[src/core/tcap_pkg.sv]
// Package: register map, field positions, reset values and bus carriers
package tcap_pkg;

    // ==================================================
    // Register map (byte addresses)
    // ==================================================
    localparam logic [7:0] CONTROL_INDEX = 8'h17;
    localparam logic [11:0] CONTROL_ADDR = {2'h0, CONTROL_INDEX, 2'h0};
    localparam logic [11:0] CASCADE_ADDR = 12'h100;
    localparam logic [11:0] THIRD_TIMER_ADDR = 12'h104;
    localparam logic [11:0] FIRST_SECOND_TIMER_ADDR = 12'h108;
    localparam logic [11:0] SHARED_PAIR_ADDR = 12'h10C;
    localparam logic [11:0] SECOND_PAIR_ADDR = 12'h110;
    localparam logic [11:0] IRQ_STATUS_ADDR = 12'h114;
    localparam logic [11:0] IRQ_ENABLE_ADDR = 12'h118;
    localparam logic [11:0] IRQ_CLEAR_ADDR = 12'h11C;
    localparam logic [11:0] DIRECTION_ADDR = 12'h120;

    // ==================================================
    // Control register fields
    // ==================================================
    localparam int SECOND_OVF_BIT = 7;
    localparam int FIRST_OVF_BIT = 6;
    localparam int SECOND_PWM_BIT = 5;
    localparam int FIRST_PWM_BIT = 4;
    localparam int SHARED_SEL_BIT = 3;
    localparam int THIRD_RUN_BIT = 2;
    localparam int SECOND_RUN_BIT = 1;
    localparam int FIRST_RUN_BIT = 0;
    localparam int SECOND_PIN_DIR_BIT = 3;
    localparam int FIRST_PIN_DIR_BIT = 2;
    localparam logic [7:0] CONTROL_RESET = 8'h00;
    localparam logic [7:0] DIRECTION_RESET = 8'hFF;
    localparam logic [15:0] PERIOD_RESET = 16'hFFFF;

    // Interrupt status bits
    localparam int IRQ_FIRST_CAPTURE = 0;
    localparam int IRQ_SECOND_CAPTURE = 1;
    localparam int IRQ_FIRST_OVF = 2;
    localparam int IRQ_SECOND_OVF = 3;
    localparam int IRQ_THIRD_WRAP = 4;
    localparam int IRQ_COUNT = 5;

    // Synchroniser depth
    localparam int SYNC_STAGES = 3;

    // ==================================================
    // Carriers
    // ==================================================
    typedef struct packed {
        logic psel;
        logic penable;
        logic pwrite;
        logic [11:0] paddr;
        logic [31:0] pwdata;
    } apb_req_t;

    typedef struct packed {
        logic [31:0] prdata;
        logic pready;
        logic pslverr;
    } apb_rsp_t;

    typedef struct packed {
        logic out;
        logic oe;
    } pin_drive_t;

endpackage : tcap_pkg

[src/core/capture_channel.sv]
// One capture channel: latch with overrun and two-byte read release
`timescale 1ns/1ns
module capture_channel (
    // Clock and reset
    input wire logic pclk,
    input wire logic presetn,
    input wire logic clk_en,
    // Event and source
    input wire logic enable,
    input wire logic capture_pulse,
    input wire logic [15:0] timer_value,
    // Software reads of the pair
    input wire logic read_low,
    input wire logic read_high,
    // State
    output logic [15:0] captured,
    output logic overrun,
    output logic accepted,
    output logic overrun_pulse
);

    logic unread;
    logic low_read;
    logic high_read;
    logic both_read;

    assign both_read = (low_read | read_low) & (high_read | read_high);
    assign accepted = enable & capture_pulse & ~overrun & (~unread | both_read);
    assign overrun_pulse = enable & capture_pulse & unread & ~both_read & ~overrun;

    // ==================================================
    // Captured value
    // ==================================================
    always_ff @(posedge pclk or negedge presetn) begin
        if (!presetn) begin
            captured <= 16'h0000;
        end else if (clk_en) begin
            if (accepted) begin
                captured <= timer_value;
            end
        end
    end

    // ==================================================
    // Unread tracking and overrun
    // ==================================================
    always_ff @(posedge pclk or negedge presetn) begin
        if (!presetn) begin
            unread <= 1'b0;
            low_read <= 1'b0;
            high_read <= 1'b0;
            overrun <= 1'b0;
        end else if (clk_en) begin
            if (accepted) begin
                unread <= 1'b1;
                low_read <= 1'b0;
                high_read <= 1'b0;
            end else if (unread && both_read) begin
                unread <= 1'b0;
                low_read <= 1'b0;
                high_read <= 1'b0;
            end else if (unread) begin
                low_read <= low_read | read_low;
                high_read <= high_read | read_high;
            end
            if (overrun_pulse) begin
                overrun <= 1'b1;
            end else if (unread && both_read) begin
                overrun <= 1'b0;
            end
        end
    end

endmodule : capture_channel

[src/core/timer_capture_control.sv]
// Timer/capture/PWM control register block with three timers and APB access
//
// Functional notes
// - Bit 7 flags second capture overrun when unread value is recaptured.
// - Bit 6 flags first capture overrun likewise on the shared pair.
// - After overrun keep oldest value; ignore captures until both bytes read.
// - Accepted capture loads the pair with the third timer count.
// - Bit 5 drives second pulse pin; else direction bit 3 rules.
// - Bit 4 drives first pulse pin; else direction bit 2 rules.
// - Bit 3 picks capture use of shared pair; clear means period.
// - Bit 2 runs the third timer; clear halts it.
// - In 8-bit mode bit 1 alone lets the second timer increment.
// - In cascade the upper byte advances only with bit 1 set.
// - In cascade bit 0 starts and stops the combined timer.
// - Overrun bits read-only, other six read/write, all zero at reset.
// - Mode select one cascades timers; zero keeps two 8-bit timers.
//
// The APB slave port was left to the implementer.
`timescale 1ns/1ns
module timer_capture_control (
    // Clock, reset, enable
    input wire logic pclk,
    input wire logic presetn,
    input wire logic clk_en,
    // APB slave
    input wire tcap_pkg::apb_req_t apb_req,
    output tcap_pkg::apb_rsp_t apb_rsp,
    // Capture pins (asynchronous)
    input wire logic first_capture_pin,
    input wire logic second_capture_pin,
    // Pulse generator outputs from the PWM logic
    input wire logic first_pulse_value,
    input wire logic second_pulse_value,
    // Port latch values for the shared pins
    input wire logic first_port_latch,
    input wire logic second_port_latch,
    // Pins
    output tcap_pkg::pin_drive_t first_pulse_pin,
    output tcap_pkg::pin_drive_t second_pulse_pin,
    // Interrupt
    output logic irq
);

    logic [7:0] timer_pwm_capture_control;
    logic cascade_mode_select;
    logic [7:0] port_direction_bits;
    logic [7:0] first_timer_count;
    logic [7:0] second_timer_count;
    logic [15:0] third_timer_count;
    localparam int IRQ_W = tcap_pkg::IRQ_COUNT;
    logic [15:0] period_value;
    logic [5:0] control_bits;
    logic [31:0] read_word;
    logic [IRQ_W-1:0] irq_status;
    logic [IRQ_W-1:0] irq_enable;

    logic first_run;
    logic second_run;
    logic third_run;
    logic shared_sel;
    logic first_ovf;
    logic second_ovf;
    logic [15:0] first_captured;
    logic [15:0] second_captured;
    logic first_accepted;
    logic second_accepted;
    logic first_ovf_pulse;
    logic second_ovf_pulse;
    logic third_wrap;

    // ==================================================
    // APB decode
    // ==================================================
    logic wr_en;
    logic rd_en;
    logic [11:0] addr;
    logic [31:0] wdata;
    logic [31:0] rdata;
    logic mapped;

    assign addr = apb_req.paddr;
    assign wdata = apb_req.pwdata;
    assign wr_en = apb_req.psel & apb_req.penable & apb_req.pwrite & clk_en;
    assign rd_en = apb_req.psel & apb_req.penable & ~apb_req.pwrite & clk_en;

    assign first_run = timer_pwm_capture_control[tcap_pkg::FIRST_RUN_BIT];
    assign second_run = timer_pwm_capture_control[tcap_pkg::SECOND_RUN_BIT];
    assign third_run = timer_pwm_capture_control[tcap_pkg::THIRD_RUN_BIT];
    assign shared_sel = timer_pwm_capture_control[tcap_pkg::SHARED_SEL_BIT];

    // ==================================================
    // Capture pin synchronisers
    // ==================================================
    logic [tcap_pkg::SYNC_STAGES-1:0] first_sync;
    logic [tcap_pkg::SYNC_STAGES-1:0] second_sync;
    logic first_level;
    logic second_level;

    always_ff @(posedge pclk or negedge presetn) begin
        if (!presetn) begin
            first_sync <= 3'h0;
            second_sync <= 3'h0;
            first_level <= 1'b0;
            second_level <= 1'b0;
        end else if (clk_en) begin
            first_sync <= {first_sync[1:0], first_capture_pin};
            second_sync <= {second_sync[1:0], second_capture_pin};
            if (first_sync[1] == first_sync[2]) begin
                first_level <= first_sync[2];
            end
            if (second_sync[1] == second_sync[2]) begin
                second_level <= second_sync[2];
            end
        end
    end

    // Rising edge of the filtered level is a capture event
    logic first_level_d;
    logic second_level_d;
    logic first_event;
    logic second_event;

    always_ff @(posedge pclk or negedge presetn) begin
        if (!presetn) begin
            first_level_d <= 1'b0;
            second_level_d <= 1'b0;
        end else if (clk_en) begin
            first_level_d <= first_level;
            second_level_d <= second_level;
        end
    end

    assign first_event = first_level & ~first_level_d;
    assign second_event = second_level & ~second_level_d;

    // ==================================================
    // Capture channels
    // ==================================================
    logic shared_low_rd;
    logic shared_high_rd;
    logic second_low_rd;
    logic second_high_rd;

    // Byte reads: one word read of the pair counts as both low and high byte read
    assign shared_low_rd = rd_en & (addr == tcap_pkg::SHARED_PAIR_ADDR) & shared_sel;
    assign shared_high_rd = shared_low_rd;
    assign second_low_rd = rd_en & (addr == tcap_pkg::SECOND_PAIR_ADDR);
    assign second_high_rd = second_low_rd;

    // capture only when shared pair selects capture
    capture_channel first_channel (
        .pclk(pclk),
        .presetn(presetn),
        .clk_en(clk_en),
        .enable(shared_sel),
        .capture_pulse(first_event),
        .timer_value(third_timer_count),
        .read_low(shared_low_rd),
        .read_high(shared_high_rd),
        .captured(first_captured),
        .overrun(first_ovf),
        .accepted(first_accepted),
        .overrun_pulse(first_ovf_pulse)
    );

    capture_channel second_channel (
        .pclk(pclk),
        .presetn(presetn),
        .clk_en(clk_en),
        .enable(1'b1),
        .capture_pulse(second_event),
        .timer_value(third_timer_count),
        .read_low(second_low_rd),
        .read_high(second_high_rd),
        .captured(second_captured),
        .overrun(second_ovf),
        .accepted(second_accepted),
        .overrun_pulse(second_ovf_pulse)
    );

    // ==================================================
    // Control and configuration registers
    // ==================================================
    always_ff @(posedge pclk or negedge presetn) begin
        if (!presetn) begin
            control_bits <= tcap_pkg::CONTROL_RESET[5:0];
            cascade_mode_select <= 1'b0;
            port_direction_bits <= tcap_pkg::DIRECTION_RESET;
            period_value <= tcap_pkg::PERIOD_RESET;
            irq_enable <= '0;
        end else if (wr_en) begin
            unique case (addr)
                tcap_pkg::CONTROL_ADDR: control_bits <= wdata[5:0];
                tcap_pkg::CASCADE_ADDR: cascade_mode_select <= wdata[0];
                tcap_pkg::DIRECTION_ADDR: port_direction_bits <= wdata[7:0];
                tcap_pkg::IRQ_ENABLE_ADDR: irq_enable <= wdata[IRQ_W-1:0];
                tcap_pkg::SHARED_PAIR_ADDR: begin
                    if (!shared_sel) begin
                        period_value <= wdata[15:0];
                    end
                end
                default: begin
                end
            endcase
        end
    end

    // overrun bits mirror hardware state, read-only
    assign timer_pwm_capture_control = {second_ovf, first_ovf, control_bits};

    // ==================================================
    // First and second timers
    // ==================================================
    logic first_tick;
    logic second_tick;

    // bit 0 runs the combined timer
    // bit 0 runs only the first timer in 8-bit mode
    assign first_tick = first_run;
    // second timer gated by its run bit
    // upper byte needs bit 1 in cascade
    assign second_tick = cascade_mode_select ? (first_run & second_run & (first_timer_count == 8'hFF)) : second_run;

    always_ff @(posedge pclk or negedge presetn) begin
        if (!presetn) begin
            first_timer_count <= 8'h00;
            second_timer_count <= 8'h00;
        end else if (clk_en) begin
            if (wr_en && addr == tcap_pkg::FIRST_SECOND_TIMER_ADDR) begin
                first_timer_count <= wdata[7:0];
                second_timer_count <= wdata[15:8];
            end else begin
                if (first_tick) begin
                    first_timer_count <= first_timer_count + 8'h01;
                end
                if (second_tick) begin
                    second_timer_count <= second_timer_count + 8'h01;
                end
            end
        end
    end

    // ==================================================
    // Third timer
    // ==================================================
    // period limit only in period mode
    assign third_wrap = third_run & (shared_sel ? (third_timer_count == 16'hFFFF) :
                                     (third_timer_count == period_value));

    always_ff @(posedge pclk or negedge presetn) begin
        if (!presetn) begin
            third_timer_count <= 16'h0000;
        end else if (clk_en) begin
            if (wr_en && addr == tcap_pkg::THIRD_TIMER_ADDR) begin
                third_timer_count <= wdata[15:0];
            end else if (third_run) begin
                third_timer_count <= third_wrap ? 16'h0000 : third_timer_count + 16'h0001;
            end
        end
    end

    // ==================================================
    // Pulse pins
    // ==================================================
    // second pin override
    assign second_pulse_pin.oe = timer_pwm_capture_control[tcap_pkg::SECOND_PWM_BIT] |
                                 ~port_direction_bits[tcap_pkg::SECOND_PIN_DIR_BIT];
    assign second_pulse_pin.out = timer_pwm_capture_control[tcap_pkg::SECOND_PWM_BIT] ?
                                  second_pulse_value : second_port_latch;
    assign first_pulse_pin.oe = timer_pwm_capture_control[tcap_pkg::FIRST_PWM_BIT] |
                                ~port_direction_bits[tcap_pkg::FIRST_PIN_DIR_BIT];
    assign first_pulse_pin.out = timer_pwm_capture_control[tcap_pkg::FIRST_PWM_BIT] ?
                                 first_pulse_value : first_port_latch;

    // ==================================================
    // Interrupts
    // ==================================================
    logic [IRQ_W-1:0] irq_events;

    assign irq_events = {third_wrap & clk_en, second_ovf_pulse & clk_en, first_ovf_pulse & clk_en,
                         second_accepted & clk_en, first_accepted & clk_en};

    always_ff @(posedge pclk or negedge presetn) begin
        if (!presetn) begin
            irq_status <= '0;
        end else begin
            // Set wins over a same-cycle clear
            if (wr_en && addr == tcap_pkg::IRQ_CLEAR_ADDR) begin
                irq_status <= (irq_status & ~wdata[IRQ_W-1:0]) | irq_events;
            end else begin
                irq_status <= irq_status | irq_events;
            end
        end
    end

    assign irq = |(irq_status & irq_enable);

    // ==================================================
    // Read data
    // ==================================================
    always_comb begin
        rdata = 32'h0000_0000;
        mapped = 1'b1;
        unique case (addr)
            tcap_pkg::CONTROL_ADDR: rdata[7:0] = timer_pwm_capture_control;
            tcap_pkg::CASCADE_ADDR: rdata[0] = cascade_mode_select;
            tcap_pkg::DIRECTION_ADDR: rdata[7:0] = port_direction_bits;
            tcap_pkg::FIRST_SECOND_TIMER_ADDR: rdata[15:0] = {second_timer_count, first_timer_count};
            tcap_pkg::THIRD_TIMER_ADDR: rdata[15:0] = third_timer_count;
            tcap_pkg::SHARED_PAIR_ADDR: rdata[15:0] = shared_sel ? first_captured : period_value;
            tcap_pkg::SECOND_PAIR_ADDR: rdata[15:0] = second_captured;
            tcap_pkg::IRQ_STATUS_ADDR: rdata[IRQ_W-1:0] = irq_status;
            tcap_pkg::IRQ_ENABLE_ADDR: rdata[IRQ_W-1:0] = irq_enable;
            tcap_pkg::IRQ_CLEAR_ADDR: rdata = 32'h0000_0000;
            default: mapped = 1'b0;
        endcase
    end

    always_ff @(posedge pclk or negedge presetn) begin
        if (!presetn) begin
            read_word <= 32'h0000_0000;
        end else if (apb_req.psel && !apb_req.penable && !apb_req.pwrite && clk_en) begin
            read_word <= rdata;
        end
    end

    assign apb_rsp.prdata = read_word;
    assign apb_rsp.pready = apb_req.psel & apb_req.penable & clk_en;
    assign apb_rsp.pslverr = apb_req.psel & apb_req.penable & ~mapped;

endmodule : timer_capture_control

[config.mk]
export PLATFORM = sky130hd
export DESIGN_NAME = timer_capture_control
export DESIGN_NICKNAME = d
export VERILOG_FILES = /design/src/core/tcap_pkg.sv /design/src/core/capture_channel.sv /design/src/core/timer_capture_control.sv
export SDC_FILE = /design/constraint.sdc
export NUM_CORES = 1
export LEC_CHECK = 0
export ABC_AREA = 1
export ABC_CLOCK_PERIOD_IN_PS = 2400
export BUFFER_PORTS_ARGS = -buffer_cell sky130_fd_sc_hd__buf_4
export CAP_MARGIN = 15
export CORE_MARGIN = 2
export CORE_UTILIZATION = 59
export DETAILED_ROUTE_END_ITERATION = 8
export PLACE_DENSITY = 0.81
export SLEW_MARGIN = 10
export SYNTH_ARGS = -nofsm -noshare
export SYNTH_HDL_FRONTEND = slang
export SYNTH_SLANG_ARGS = --single-unit
[constraint.sdc]
create_clock -name pclk -period 2.4 [get_ports pclk]
set_clock_uncertainty 0.1 [all_clocks]
set_input_delay 0.12 -clock pclk [delete_from_list [all_inputs] [get_ports pclk]]
set_output_delay 0.12 -clock pclk [all_outputs]
set_load 0.02 [all_outputs]
==> flow_metrics.py, run 1 <==
metrics = {
    "clock_network": {
        "cts_tree": "done",
        "ctsResizeCount": 0,
        "clock_sinks": 139,
        "clkTransAtPathRegs_ps": 60,
        "htreeDepth": 4,
        "clockBufferDepth": 2,
        "cts_made_buffers": 17,
        "post_cts_buffers": 0,
        "hold_buffers": 24,
        "root_buffer": "clkbuf_16",
        "insertion_delay_ps": 430,
    },
    "floorplanning": {
        "num_io_pins": 95,
        "core_area_um2": 13100,
        "dieArea_um2": 14300,
        "row_count": 42,
        "dieWidth_um": 120,
        "initial_utilization_pct": 59.9,
        "die_h_um": 120,
    },
    "finish": {
        "area_growth_pct": 17.6,
        "antenna_cells": 0,
        "drive_gt1_share_pct": 13.5,
        "final_nets": 1228,
        "fin_cells": 1358,
    },
    "routing": {
        "wl_per_cell_um": 16.9,
        "routed_via_density": 5.74,
        "via_count": 7801,
        "finalWirelength_um": 23000,
        "drc": 0,
        "antenna_left": 0,
        "drtIter0Drc": 979,
        "drt_first_pass_iters": 6,
    },
    "setup_path": {
        "cp-end-kind": "flip-flop",
        "crit_type": "flip-flop to flip-flop",
        "worstPathArrival_ps": 2390,
        "cp.required_ps": 2600,
        "start_kind": "flip-flop",
        "critPathMaxFanout": 19,
    },
    "logic_synthesis": {
        "synth_simple_gate_area_share_pct": 29.6,
        "muxShareOfSynthArea_pct": 0.143,
        "yosysUniqueCellTypes": 40,
        "ys_ff_latch": 139,
        "yosysTopAreaCell": "dfrtp_1",
        "syn-instance-count": 1084,
        "synth-edff-count": 0,
        "synth.avg_cell_area_um2": 7.26,
        "yosysMostFrequentCell": "nand2_1",
        "synth_ff_type": "dfrtp_1",
        "synth-adder-area-share_pct": 0.477,
        "synth_top_family_by_area": "simple AND/OR/NAND/NOR gates",
        "yosys.area.top_type_share_pct": 36.5,
        "yosysWarnings": 0,
        "synthTopCellsByCount": "nand2_1 (321), o21ai_0 (136), dfrtp_1 (115)",
        "synth_xor_xnor_area_share_pct": 2.22,
        "synth_compound_area_share_pct": 13.3,
        "syn_area_um2": 7880,
        "async_flop_share_pct": 100,
        "synth-seq-area-share_pct": 44.6,
        "synthTopCellsByArea": "dfrtp_1 (37%), nand2_1 (15%), o21ai_0 (8.6%)",
    },
    "sta": {
        "min_period_ps": 2190,
        "hold_violations": 0,
        "period_share_pct": 91.2,
        "rsz0062_at_grt": "no",
        "setup_tns_ps": 0,
        "maxSlewViolCount": 0,
        "setup_viol": 0,
        "tightest_slew_ps": 632,
        "max_slew_margin_pct": 57.7,
        "max_freq_mhz": 457,
    },
    "outcome": {
        "status": "completed",
    },
    "placed_design": {
        "dp_cells": 1302,
        "port_buffers": 62,
        "place_congestion": 0.972,
        "hpwlAfterDp_um": 15700,
    },
    "global_routing": {
        "antenna_found_initial": 0,
        "grt_pass1_wl_um": 37200,
        "grt_pass1_vias": 7252,
        "grt-ovfl-total": 0,
        "grt_usage_pct": 33.3,
        "grt_max_degree": 70,
    },
    "pwr": {
        "p_leak_uw": 0.00473,
        "p_per_area_nw_per_um2": 598,
        "peakVddDrop_mv": 0.777,
    },
    "job": {
        "drv_cap": 0,
    },
    "min_path": {
        "hold_class": "input port to asynchronous set/reset pin",
    },
}
logic make-up (layout without fill, tap and decap cells):
family,Yosys count,in the layout
fa+ha+maj,3,3
mux,1,1
other cells,1,16
buf+inv,170,253
flops,139,139
compound gates,201,201
xor+xnor,20,20
simple gates,549,549
final timing paths:
path / startpoint / endpoint / slack [ps] / cells past startpoint
worst max-delay path: control_bits[3]$_DFFE_PN0P_ / third_timer_count[13]$_DFFE_PN0P_ / 210 / 11
worst min-delay path: presetn / first_sync[0]$_DFFE_PN0P_ / 20 / 2
worst max register to register: control_bits[3]$_DFFE_PN0P_ / third_timer_count[13]$_DFFE_PN0P_ / 210 / 11
worst min register to register: first_channel.captured[2]$_DFFE_PN0P_ / first_channel.captured[2]$_DFFE_PN0P_ / 370 / 2
max in group asynchronous: presetn / period_value[14]$_DFFE_PN1P_ / 1500 / 3
min in group pclk: apb_req[46] / read_word[5]$_DFFE_PN0P_ / 70 / 5
critical path, stage by stage, from the launching register on:
cell	delay, ps
dfrtp_1	390
inv_1	80
buf_4	230
nand2_1	100
nand2_1	70
nand2_1	40
nor2_1	120
nand2_1	90
nor2_1	160
nand3_2	370
nand3_1	190
a21oi_1	90
routing by layer:
| layer | global-route usage [%] | share of wire, % | vias to the layer above | routed length [µm] |
|---|---|---|---|---|
| met4 | 11.3 | 2.8 | 0 | 641 |
| li1 | - | - | 3637 | - |
| met5 | 0 | 0 | - | 0 |
| met2 | 50.0 | 45 | 473 | 10300 |
| met3 | 8.84 | 11 | 67 | 2550 |
| met1 | 47.2 | 41 | 3624 | 9470 |
cell usage in the layout, fill, tap and decap left out, types with 5 or more instances in the layout:
cell	Yosys	layout
buf_4	19	80
nor3_1	14	14
clkbuf_8	0	6
nand4_1	12	12
nand2_1	321	321
clkbuf_1	19	8
dfrtp_1	115	115
dfstp_2	24	24
conb_1	1	16
nor2_1	94	94
inv_1	108	108
nand3_1	85	85
o21ai_0	136	136
a21oi_1	41	41
o22ai_1	12	12
clkbuf_16	0	17
o21ai_1	5	5
xor2_1	19	19
dlygate4sd3_1	0	24
state kept, by name, indices dropped and copies added, names as in the netlist, 6 cells and up:
| signal | cells |
|---|---|
| second_timer_count | 8 |
| third_timer_count | 16 |
| period_value | 16 |
| read_word | 16 |
| port_direction_bits | 8 |
| second_channel.captured | 16 |
| first_channel.captured | 16 |
| first_timer_count | 8 |
| control_bits | 6 |
final cells by class:
cell class	instances	area, µm²
Sequential cell	139	3510
Fill cell	1102	3870
Clock inverter	1	5.00
Inverter	114	430
Timing Repair Buffer	107	892
Multi-Input combinational cell	790	3670
Tap cell	176	220
Clock buffer	31	538
stage by stage:
stage / area, µm² / setup slack [ps] / utilization [%] / power, µW / hold slack [ps]
final: 9260 / 211 / 70.5 / 5540 / 15.5
after CTS: 9260 / 261 / 70.5 / 5530 / 16.8
after detailed placement: 8480 / 235 / 64.6 / 3080 / -115
after global routing: 9260 / 45.3 / 70.5 / 5720 / 48.0
after floorplan: 7930 / 533 / - / 2860 / -276
after global placement: 8480 / 307 / 64.6 / 3070 / -116
report_power, final:
part	total, µW	internal, µW	leakage, µW	switching (µW)
Combinational	537	199	0.00271	339
Clock	2440	1490	0.000266	950
Sequential	2560	2460	0.00175	103
Power figures use the tool's default switching activity.
==> run 2: changes to the inputs <==
- ABC_AREA: 1 -> default
==> run 2 against run 1 <==
  * The flow now finishes with violations (negative setup slack)
  * Highest routed layer unchanged
  * Final cell count shrank 20%
  * Core utilization is 6.8 points higher
  * Clock-buffer cell count down 10
  * Critical endpoint is now third_timer_count[4]$_DFFE_PN0P_
  * Maximum frequency shrank 14%
  * Critical path type unchanged
  * Synthesized cell count down 29%
  * Global-route usage is 2.1 points higher
  * Via count shrank 12%
==> flow_metrics.py, run 2 <==
metrics = {
    "pwr": {
        "peakVddDrop_mv": 0.532,
        "p_leak_uw": 0.00439,
        "power_uw": 6000,
        "p_per_area_nw_per_um2": 613,
    },
    "sta": {
        "period_share_pct": 106,
        "setup_ws_ps": -140,
        "hold_violations": 0,
        "maxSlewViolCount": 0,
        "tightest_slew_ps": 632,
        "rsz0062_at_grt": "yes",
        "setup_tns_ps": -1290,
        "max_slew_margin_pct": 57.9,
        "setup_viol": 13,
        "min_period_ps": 2540,
        "max_freq_mhz": 394,
    },
    "floorplanning": {
        "initial_utilization_pct": 60.5,
        "core_area_um2": 12700,
        "row_count": 41,
        "num_io_pins": 95,
        "dieWidth_um": 118,
        "dieArea_um2": 13900,
        "die_h_um": 118,
    },
    "clock_network": {
        "clockBufferDepth": 2,
        "clock_sinks": 139,
        "root_buffer": "clkbuf_16",
        "cts_made_buffers": 17,
        "insertion_delay_ps": 420,
        "clkTransAtPathRegs_ps": 60,
        "htreeDepth": 4,
        "cts_tree": "done",
    },
    "logic_synthesis": {
        "syn_area_um2": 7660,
        "async_flop_share_pct": 100,
        "yosysUniqueCellTypes": 75,
        "yosysMostFrequentCell": "dfrtp_1",
        "yosys.area.top_type_share_pct": 37.6,
        "synth-edff-count": 0,
        "syn-instance-count": 766,
        "yosysTopAreaCell": "dfrtp_1",
        "synth.avg_cell_area_um2": 10.0,
        "ys_ff_latch": 139,
        "synth-seq-area-share_pct": 45.8,
        "yosysWarnings": 0,
        "synth_ff_type": "dfrtp_1",
        "synthTopCellsByCount": "dfrtp_1 (115), nand2_1 (83), mux2_2 (68)",
        "synthTopCellsByArea": "dfrtp_1 (38%), mux2_2 (10%), dfstp_2 (8.2%)",
    },
    "global_routing": {
        "grt_max_degree": 66,
        "grt_usage_pct": 35.4,
        "antenna_found_initial": 0,
        "grt_pass1_wl_um": 37600,
        "grt_pass1_vias": 6790,
        "grt-ovfl-total": 0,
    },
    "finish": {
        "final_nets": 956,
        "fin_cells": 1082,
        "area_growth_pct": 27.9,
        "seqCellArea_um2": 3510,
        "final_cell_mix": "buf_4 (134), dfrtp_1 (114), nand2_1 (82)",
        "fin_area_um2": 9800,
        "fill_cells": 874,
        "drive_gt1_share_pct": 34.1,
        "multiInputGateArea_um2": 3930,
        "antenna_cells": 0,
        "final_common_cell": "buf_4",
    },
    "setup_path": {
        "worstPathCellList": "or4b_4 -> nand3_2 -> a21oi_2 -> or3_4 -> o21ai_4 -> buf_12 -> buf_16 -> nor4_1 -> a221o_1",
        "r2r_setup_slack_ps": -140,
        "cp.required_ps": 2600,
        "path_buf_inv": 2,
        "worst_r2r_endpoint": "third_timer_count[4]$_DFFE_PN0P_",
        "crit_slowest_cell": "dfstp_2",
        "worst_r2r_path_depth": 9,
        "max_stage_delay_ps": 540,
        "cp-end-kind": "flip-flop",
        "r2r_start": "period_value[6]$_DFFE_PN1P_",
        "critPathMaxFanout": 5,
        "worstPathArrival_ps": 2740,
        "start_kind": "flip-flop",
        "crit_family": "simple AND/OR/NAND/NOR gates",
        "crit_type": "flip-flop to flip-flop",
    },
    "min_path": {
        "min_to": "read_word[4]$_DFFE_PN0P_",
        "hold_class": "input port to flip-flop",
        "hold_path_startpoint": "apb_req[41]",
        "whs_path_depth": 5,
    },
    "placed_design": {
        "pre_cts_ws_ps": -114,
        "place_area_um2": 8730,
        "place_congestion": 0.937,
        "port_buffers": 62,
        "dp_cells": 1027,
        "hpwlAfterDp_um": 17100,
    },
    "routing": {
        "drt_first_pass_iters": 5,
        "antenna_left": 0,
        "drc": 0,
        "wl_per_cell_um": 22.5,
        "routed_via_density": 6.33,
        "drtIter0Drc": 713,
        "via_count": 6853,
        "finalWirelength_um": 24300,
    },
    "job": {
        "drv_cap": 0,
    },
    "outcome": {
        "violations": "negative setup slack",
        "status": "finished, violations left",
    },
}
[run 2: cell types whose count changed in the layout (fill, tap and decap cells not counted), sizes merged, moves of 16 or more]
cell   delta
nand2   -243
nor2     -62
buf      +64
nand3    -66
o21ai   -102
mux2     +76
xor2     -16
inv      -97
mux2i    +18
[run 2: final cells by class]
cell class / instances / share of cell area, %
flip-flops and latches: 139 / 35.8
repair buffers: 166 / 14.7
clock inverters: 11 / 1.67
well taps: 172 / 2.20
inverters: 14 / 0.536
clock buffers: 21 / 4.90
multi-input cells: 559 / 40.1
[run 2: worst min-delay path: stages]
cell     delay (ps)
buf_4            90
nor4b_1          40
buf_4           140
nand2_1          80
a31oi_1          80
[run 2: metrics by stage]
step           utilization [%]  hold WS [ps]
2_1_floorplan                -          -276
4_1_cts                   76.4          60.4
3_5_place_dp              68.9          65.7
3_3_place_gp              68.9          57.5
6_report                  77.3          71.3
5_1_grt                   77.3           106
[run 2: where the power goes]
part	internal [µW]	leakage, µW	switching (µW)	total, µW
registers	2480	0.00175	107	2580
clock network	1850	0.000315	1020	2860
logic	240	0.00233	318	559
[run 2: how the worst max path moves through the flow]
stage,start,to,slack (ps),cells after the start
2_1_floorplan,third_timer_count[8]$_DFFE_PN0P_,third_timer_count[5]$_DFFE_PN0P_,20,9
4_1_cts,control_bits[3]$_DFFE_PN0P_,third_timer_count[9]$_DFFE_PN0P_,-140,8
5_1_grt,period_value[6]$_DFFE_PN1P_,third_timer_count[14]$_DFFE_PN0P_,-190,8
3_3_place_gp,period_value[4]$_DFFE_PN1P_,third_timer_count[4]$_DFFE_PN0P_,-70,8
6_report,period_value[6]$_DFFE_PN1P_,third_timer_count[4]$_DFFE_PN0P_,-140,9
3_5_place_dp,period_value[4]$_DFFE_PN1P_,third_timer_count[3]$_DFFE_PN0P_,-110,8
[run 2: what timing repair did]
action,4_1_cts,5_1_grt
hold buffers,19,0
cloned,2,0
hold endpoints to repair,129,0
gates resized for setup,13,23
buffers inserted,2,0
pin swaps,9,5
endpoints found under the setup margin,13,18
[run 2: cells by family (layout without fill, tap and decap cells)]
| family | count (synthesis) | count (layout) | share of synthesized area, % |
|---|---|---|---|
| simple gates | 242 | 242 | 16.7 |
| compound gates | 199 | 199 | 17.3 |
| flops | 139 | 139 | 45.8 |
| mux | 95 | 95 | 13.7 |
| buf+inv | 83 | 212 | 5.59 |
| xor+xnor | 4 | 4 | 0.457 |
| fa+ha+maj | 3 | 3 | 0.490 |
| other cells | 1 | 16 | 0.0489 |
[run 2: layer usage]
layer  vias up  wire length (µm)  global-route usage, %
met2       324             12300                   60.8
li1       3063                 -                      -
met5         -                 0                      0
met3        91              1600                   7.22
met1      3375              9200                   41.9
met4         0              1230                   18.5
==> run 3: changes to the inputs <==
- CORE_UTILIZATION: 59 -> 50
- PLACE_DENSITY: 0.81 -> 0.7
==> run 3 against run 2 <==
  * Combinational power fell by 1%
  * Maximum frequency is 3.0% higher
  * Non-clock buffer count down 4
  * Wire length down 6.8%
  * Critical path depth down 1
  * Worst setup slack better by 75 ps
  * The flow still finishes with violations (negative setup slack)
  * Clock-buffer cell count increased by 1
  * Largest cell class unchanged
  * Largest power group unchanged
  * Power shrank 2.7%
  * First-iteration DRC count fell by 30%
==> flow_metrics.py, run 3 (synthesis gave the netlist of run 2 again) <==
metrics = {
    "setup_path": {
        "crit_type": "flip-flop to flip-flop",
        "critPathMaxFanout": 13,
        "cp-end-kind": "flip-flop",
        "start_kind": "flip-flop",
        "r2r_setup_slack_ps": -60,
        "worst_r2r_path_depth": 8,
        "worst_r2r_endpoint": "third_timer_count[5]$_DFFE_PN0P_",
        "cp.required_ps": 2610,
        "r2r_start": "period_value[6]$_DFFE_PN1P_",
        "worstPathArrival_ps": 2670,
    },
    "placed_design": {
        "port_buffers": 62,
        "place_area_um2": 8740,
        "hpwlAfterDp_um": 16600,
        "place_congestion": 0.913,
        "pre_cts_ws_ps": -125,
    },
    "clock_network": {
        "clkTransAtPathRegs_ps": 60,
        "clock_sinks": 139,
        "htreeDepth": 4,
        "root_buffer": "clkbuf_16",
        "cts_tree": "done",
        "insertion_delay_ps": 430,
        "clockBufferDepth": 2,
        "cts_made_buffers": 17,
    },
    "finish": {
        "final_common_cell": "buf_4",
        "area_growth_pct": 25.6,
        "fin_area_um2": 9620,
        "fin_util_pct": 63.8,
        "drive_gt1_share_pct": 32.1,
        "final_cell_mix": "buf_4 (132), dfrtp_1 (115), nand2_1 (83)",
        "antenna_cells": 0,
        "final_nets": 952,
    },
    "min_path": {
        "whs_path_depth": 5,
        "hold_class": "input port to flip-flop",
        "hold_path_startpoint": "apb_req[41]",
        "min_to": "read_word[4]$_DFFE_PN0P_",
    },
    "routing": {
        "highest_layer": "met4",
        "wl_met1_um": 9540,
        "via_count": 6641,
        "wl_per_cell_um": 20.7,
        "antenna_left": 0,
        "drt_first_pass_iters": 5,
        "drtIter0Drc": 496,
        "wl_met2_um": 11100,
        "wl_met3_um": 1360,
        "routed_via_density": 6.07,
        "drc": 0,
        "finalWirelength_um": 22600,
    },
    "floorplanning": {
        "num_io_pins": 95,
        "row_count": 45,
        "core_area_um2": 15100,
        "dieArea_um2": 16300,
        "initial_utilization_pct": 50.8,
        "dieWidth_um": 128,
        "die_h_um": 128,
    },
    "outcome": {
        "violations": "negative setup slack",
        "status": "finished, violations left",
    },
    "global_routing": {
        "grt_pass1_vias": 6638,
        "antenna_found_initial": 0,
        "grt_pass1_wl_um": 36100,
        "grt-ovfl-total": 0,
        "grt_max_degree": 56,
        "grt_usage_pct": 28.8,
    },
    "pwr": {
        "combPwrFrac_pct": 9.4,
        "internal-power_uw": 4400,
        "p_per_area_nw_per_um2": 607,
        "p_switching_uw": 1440,
        "p_leak_uw": 0.00430,
        "peakVddDrop_mv": 0.520,
        "p_clk_share_pct": 46.4,
        "swShare_pct": 24.6,
        "pwr-share-seq_pct": 44.2,
    },
    "sta": {
        "max_freq_mhz": 406,
        "rsz0062_at_grt": "yes",
        "maxSlewViolCount": 0,
        "setup_viol": 8,
        "max_slew_margin_pct": 63.0,
        "hold_violations": 0,
        "period_share_pct": 103,
        "tightest_slew_ps": 548,
        "setup_tns_ps": -310,
        "setup_ws_ps": -64.9,
        "min_period_ps": 2460,
    },
    "job": {
        "drv_cap": 0,
    },
}
## run 3: layout make-up
class | count | area (µm²)
sequential | 139 | 3510
fill | 1231 | 5470
clock buffer | 22 | 464
tap | 188 | 235
timing repair buffer | 162 | 1370
inverter | 14 | 52.6
multi-input combinational | 559 | 3860
clock inverter | 10 | 141
## run 3: what timing repair did
action                     in CTS  in global routing
cloned                          0                  0
setup endpoints to repair      12                 15
hold endpoints to repair      119                  0
setup buffers                   1                  1
gates resized for setup         5                 14
hold buffers                   19                  0
pin swaps                       6                  2
## run 3: metal layers
metal / GRT usage [%] / up-vias
met3: 5.76 / 47
met1: 37.1 / 3283
met2: 48.7 / 263
met5: 0 / -
li1: - / 3048
met4: 9.89 / 0
## run 3: how the worst max path moves through the flow
stage	endpoint	from
finish	third_timer_count[5]$_DFFE_PN0P_	period_value[6]$_DFFE_PN1P_
detailed placement	third_timer_count[4]$_DFFE_PN0P_	period_value[6]$_DFFE_PN1P_
floorplan	third_timer_count[5]$_DFFE_PN0P_	third_timer_count[8]$_DFFE_PN0P_
global route	third_timer_count[5]$_DFFE_PN0P_	period_value[4]$_DFFE_PN1P_
global placement	third_timer_count[5]$_DFFE_PN0P_	period_value[4]$_DFFE_PN1P_
CTS	third_timer_count[4]$_DFFE_PN0P_	period_value[6]$_DFFE_PN1P_
## run 3: stage by stage
| stage | cells | hold slack, ps | power [µW] |
|---|---|---|---|
| 2_1_floorplan | 781 | -276 | 2870 |
| 3_3_place_gp | 1041 | 18.2 | 3120 |
| 3_5_place_dp | 1041 | 26.8 | 3150 |
| 4_1_cts | 1093 | 67.7 | 5860 |
| 5_1_grt | 1094 | 98.1 | 6000 |
| 6_report | 1094 | 71.6 | 5840 |
## run 3: worst max-delay path, cell delays in order (launching register included)
cell and delay, ps:
dfstp_2 530, or4b_4 450, nand3_2 90, a21oi_2 70, or3_4 370, o21ai_4 180, buf_12 160, o21ai_1 70
a221o_1 310
## run 3: power by group through the flow
| stage | clock network, µW | logic [µW] | registers, µW |
|---|---|---|---|
| floorplan | 0 | 233 | 2640 |
| detailed placement | 0 | 528 | 2620 |
| finish | 2710 | 551 | 2580 |
| CTS | 2720 | 555 | 2580 |
| global placement | 0 | 515 | 2610 |
| global route | 2810 | 599 | 2600 |
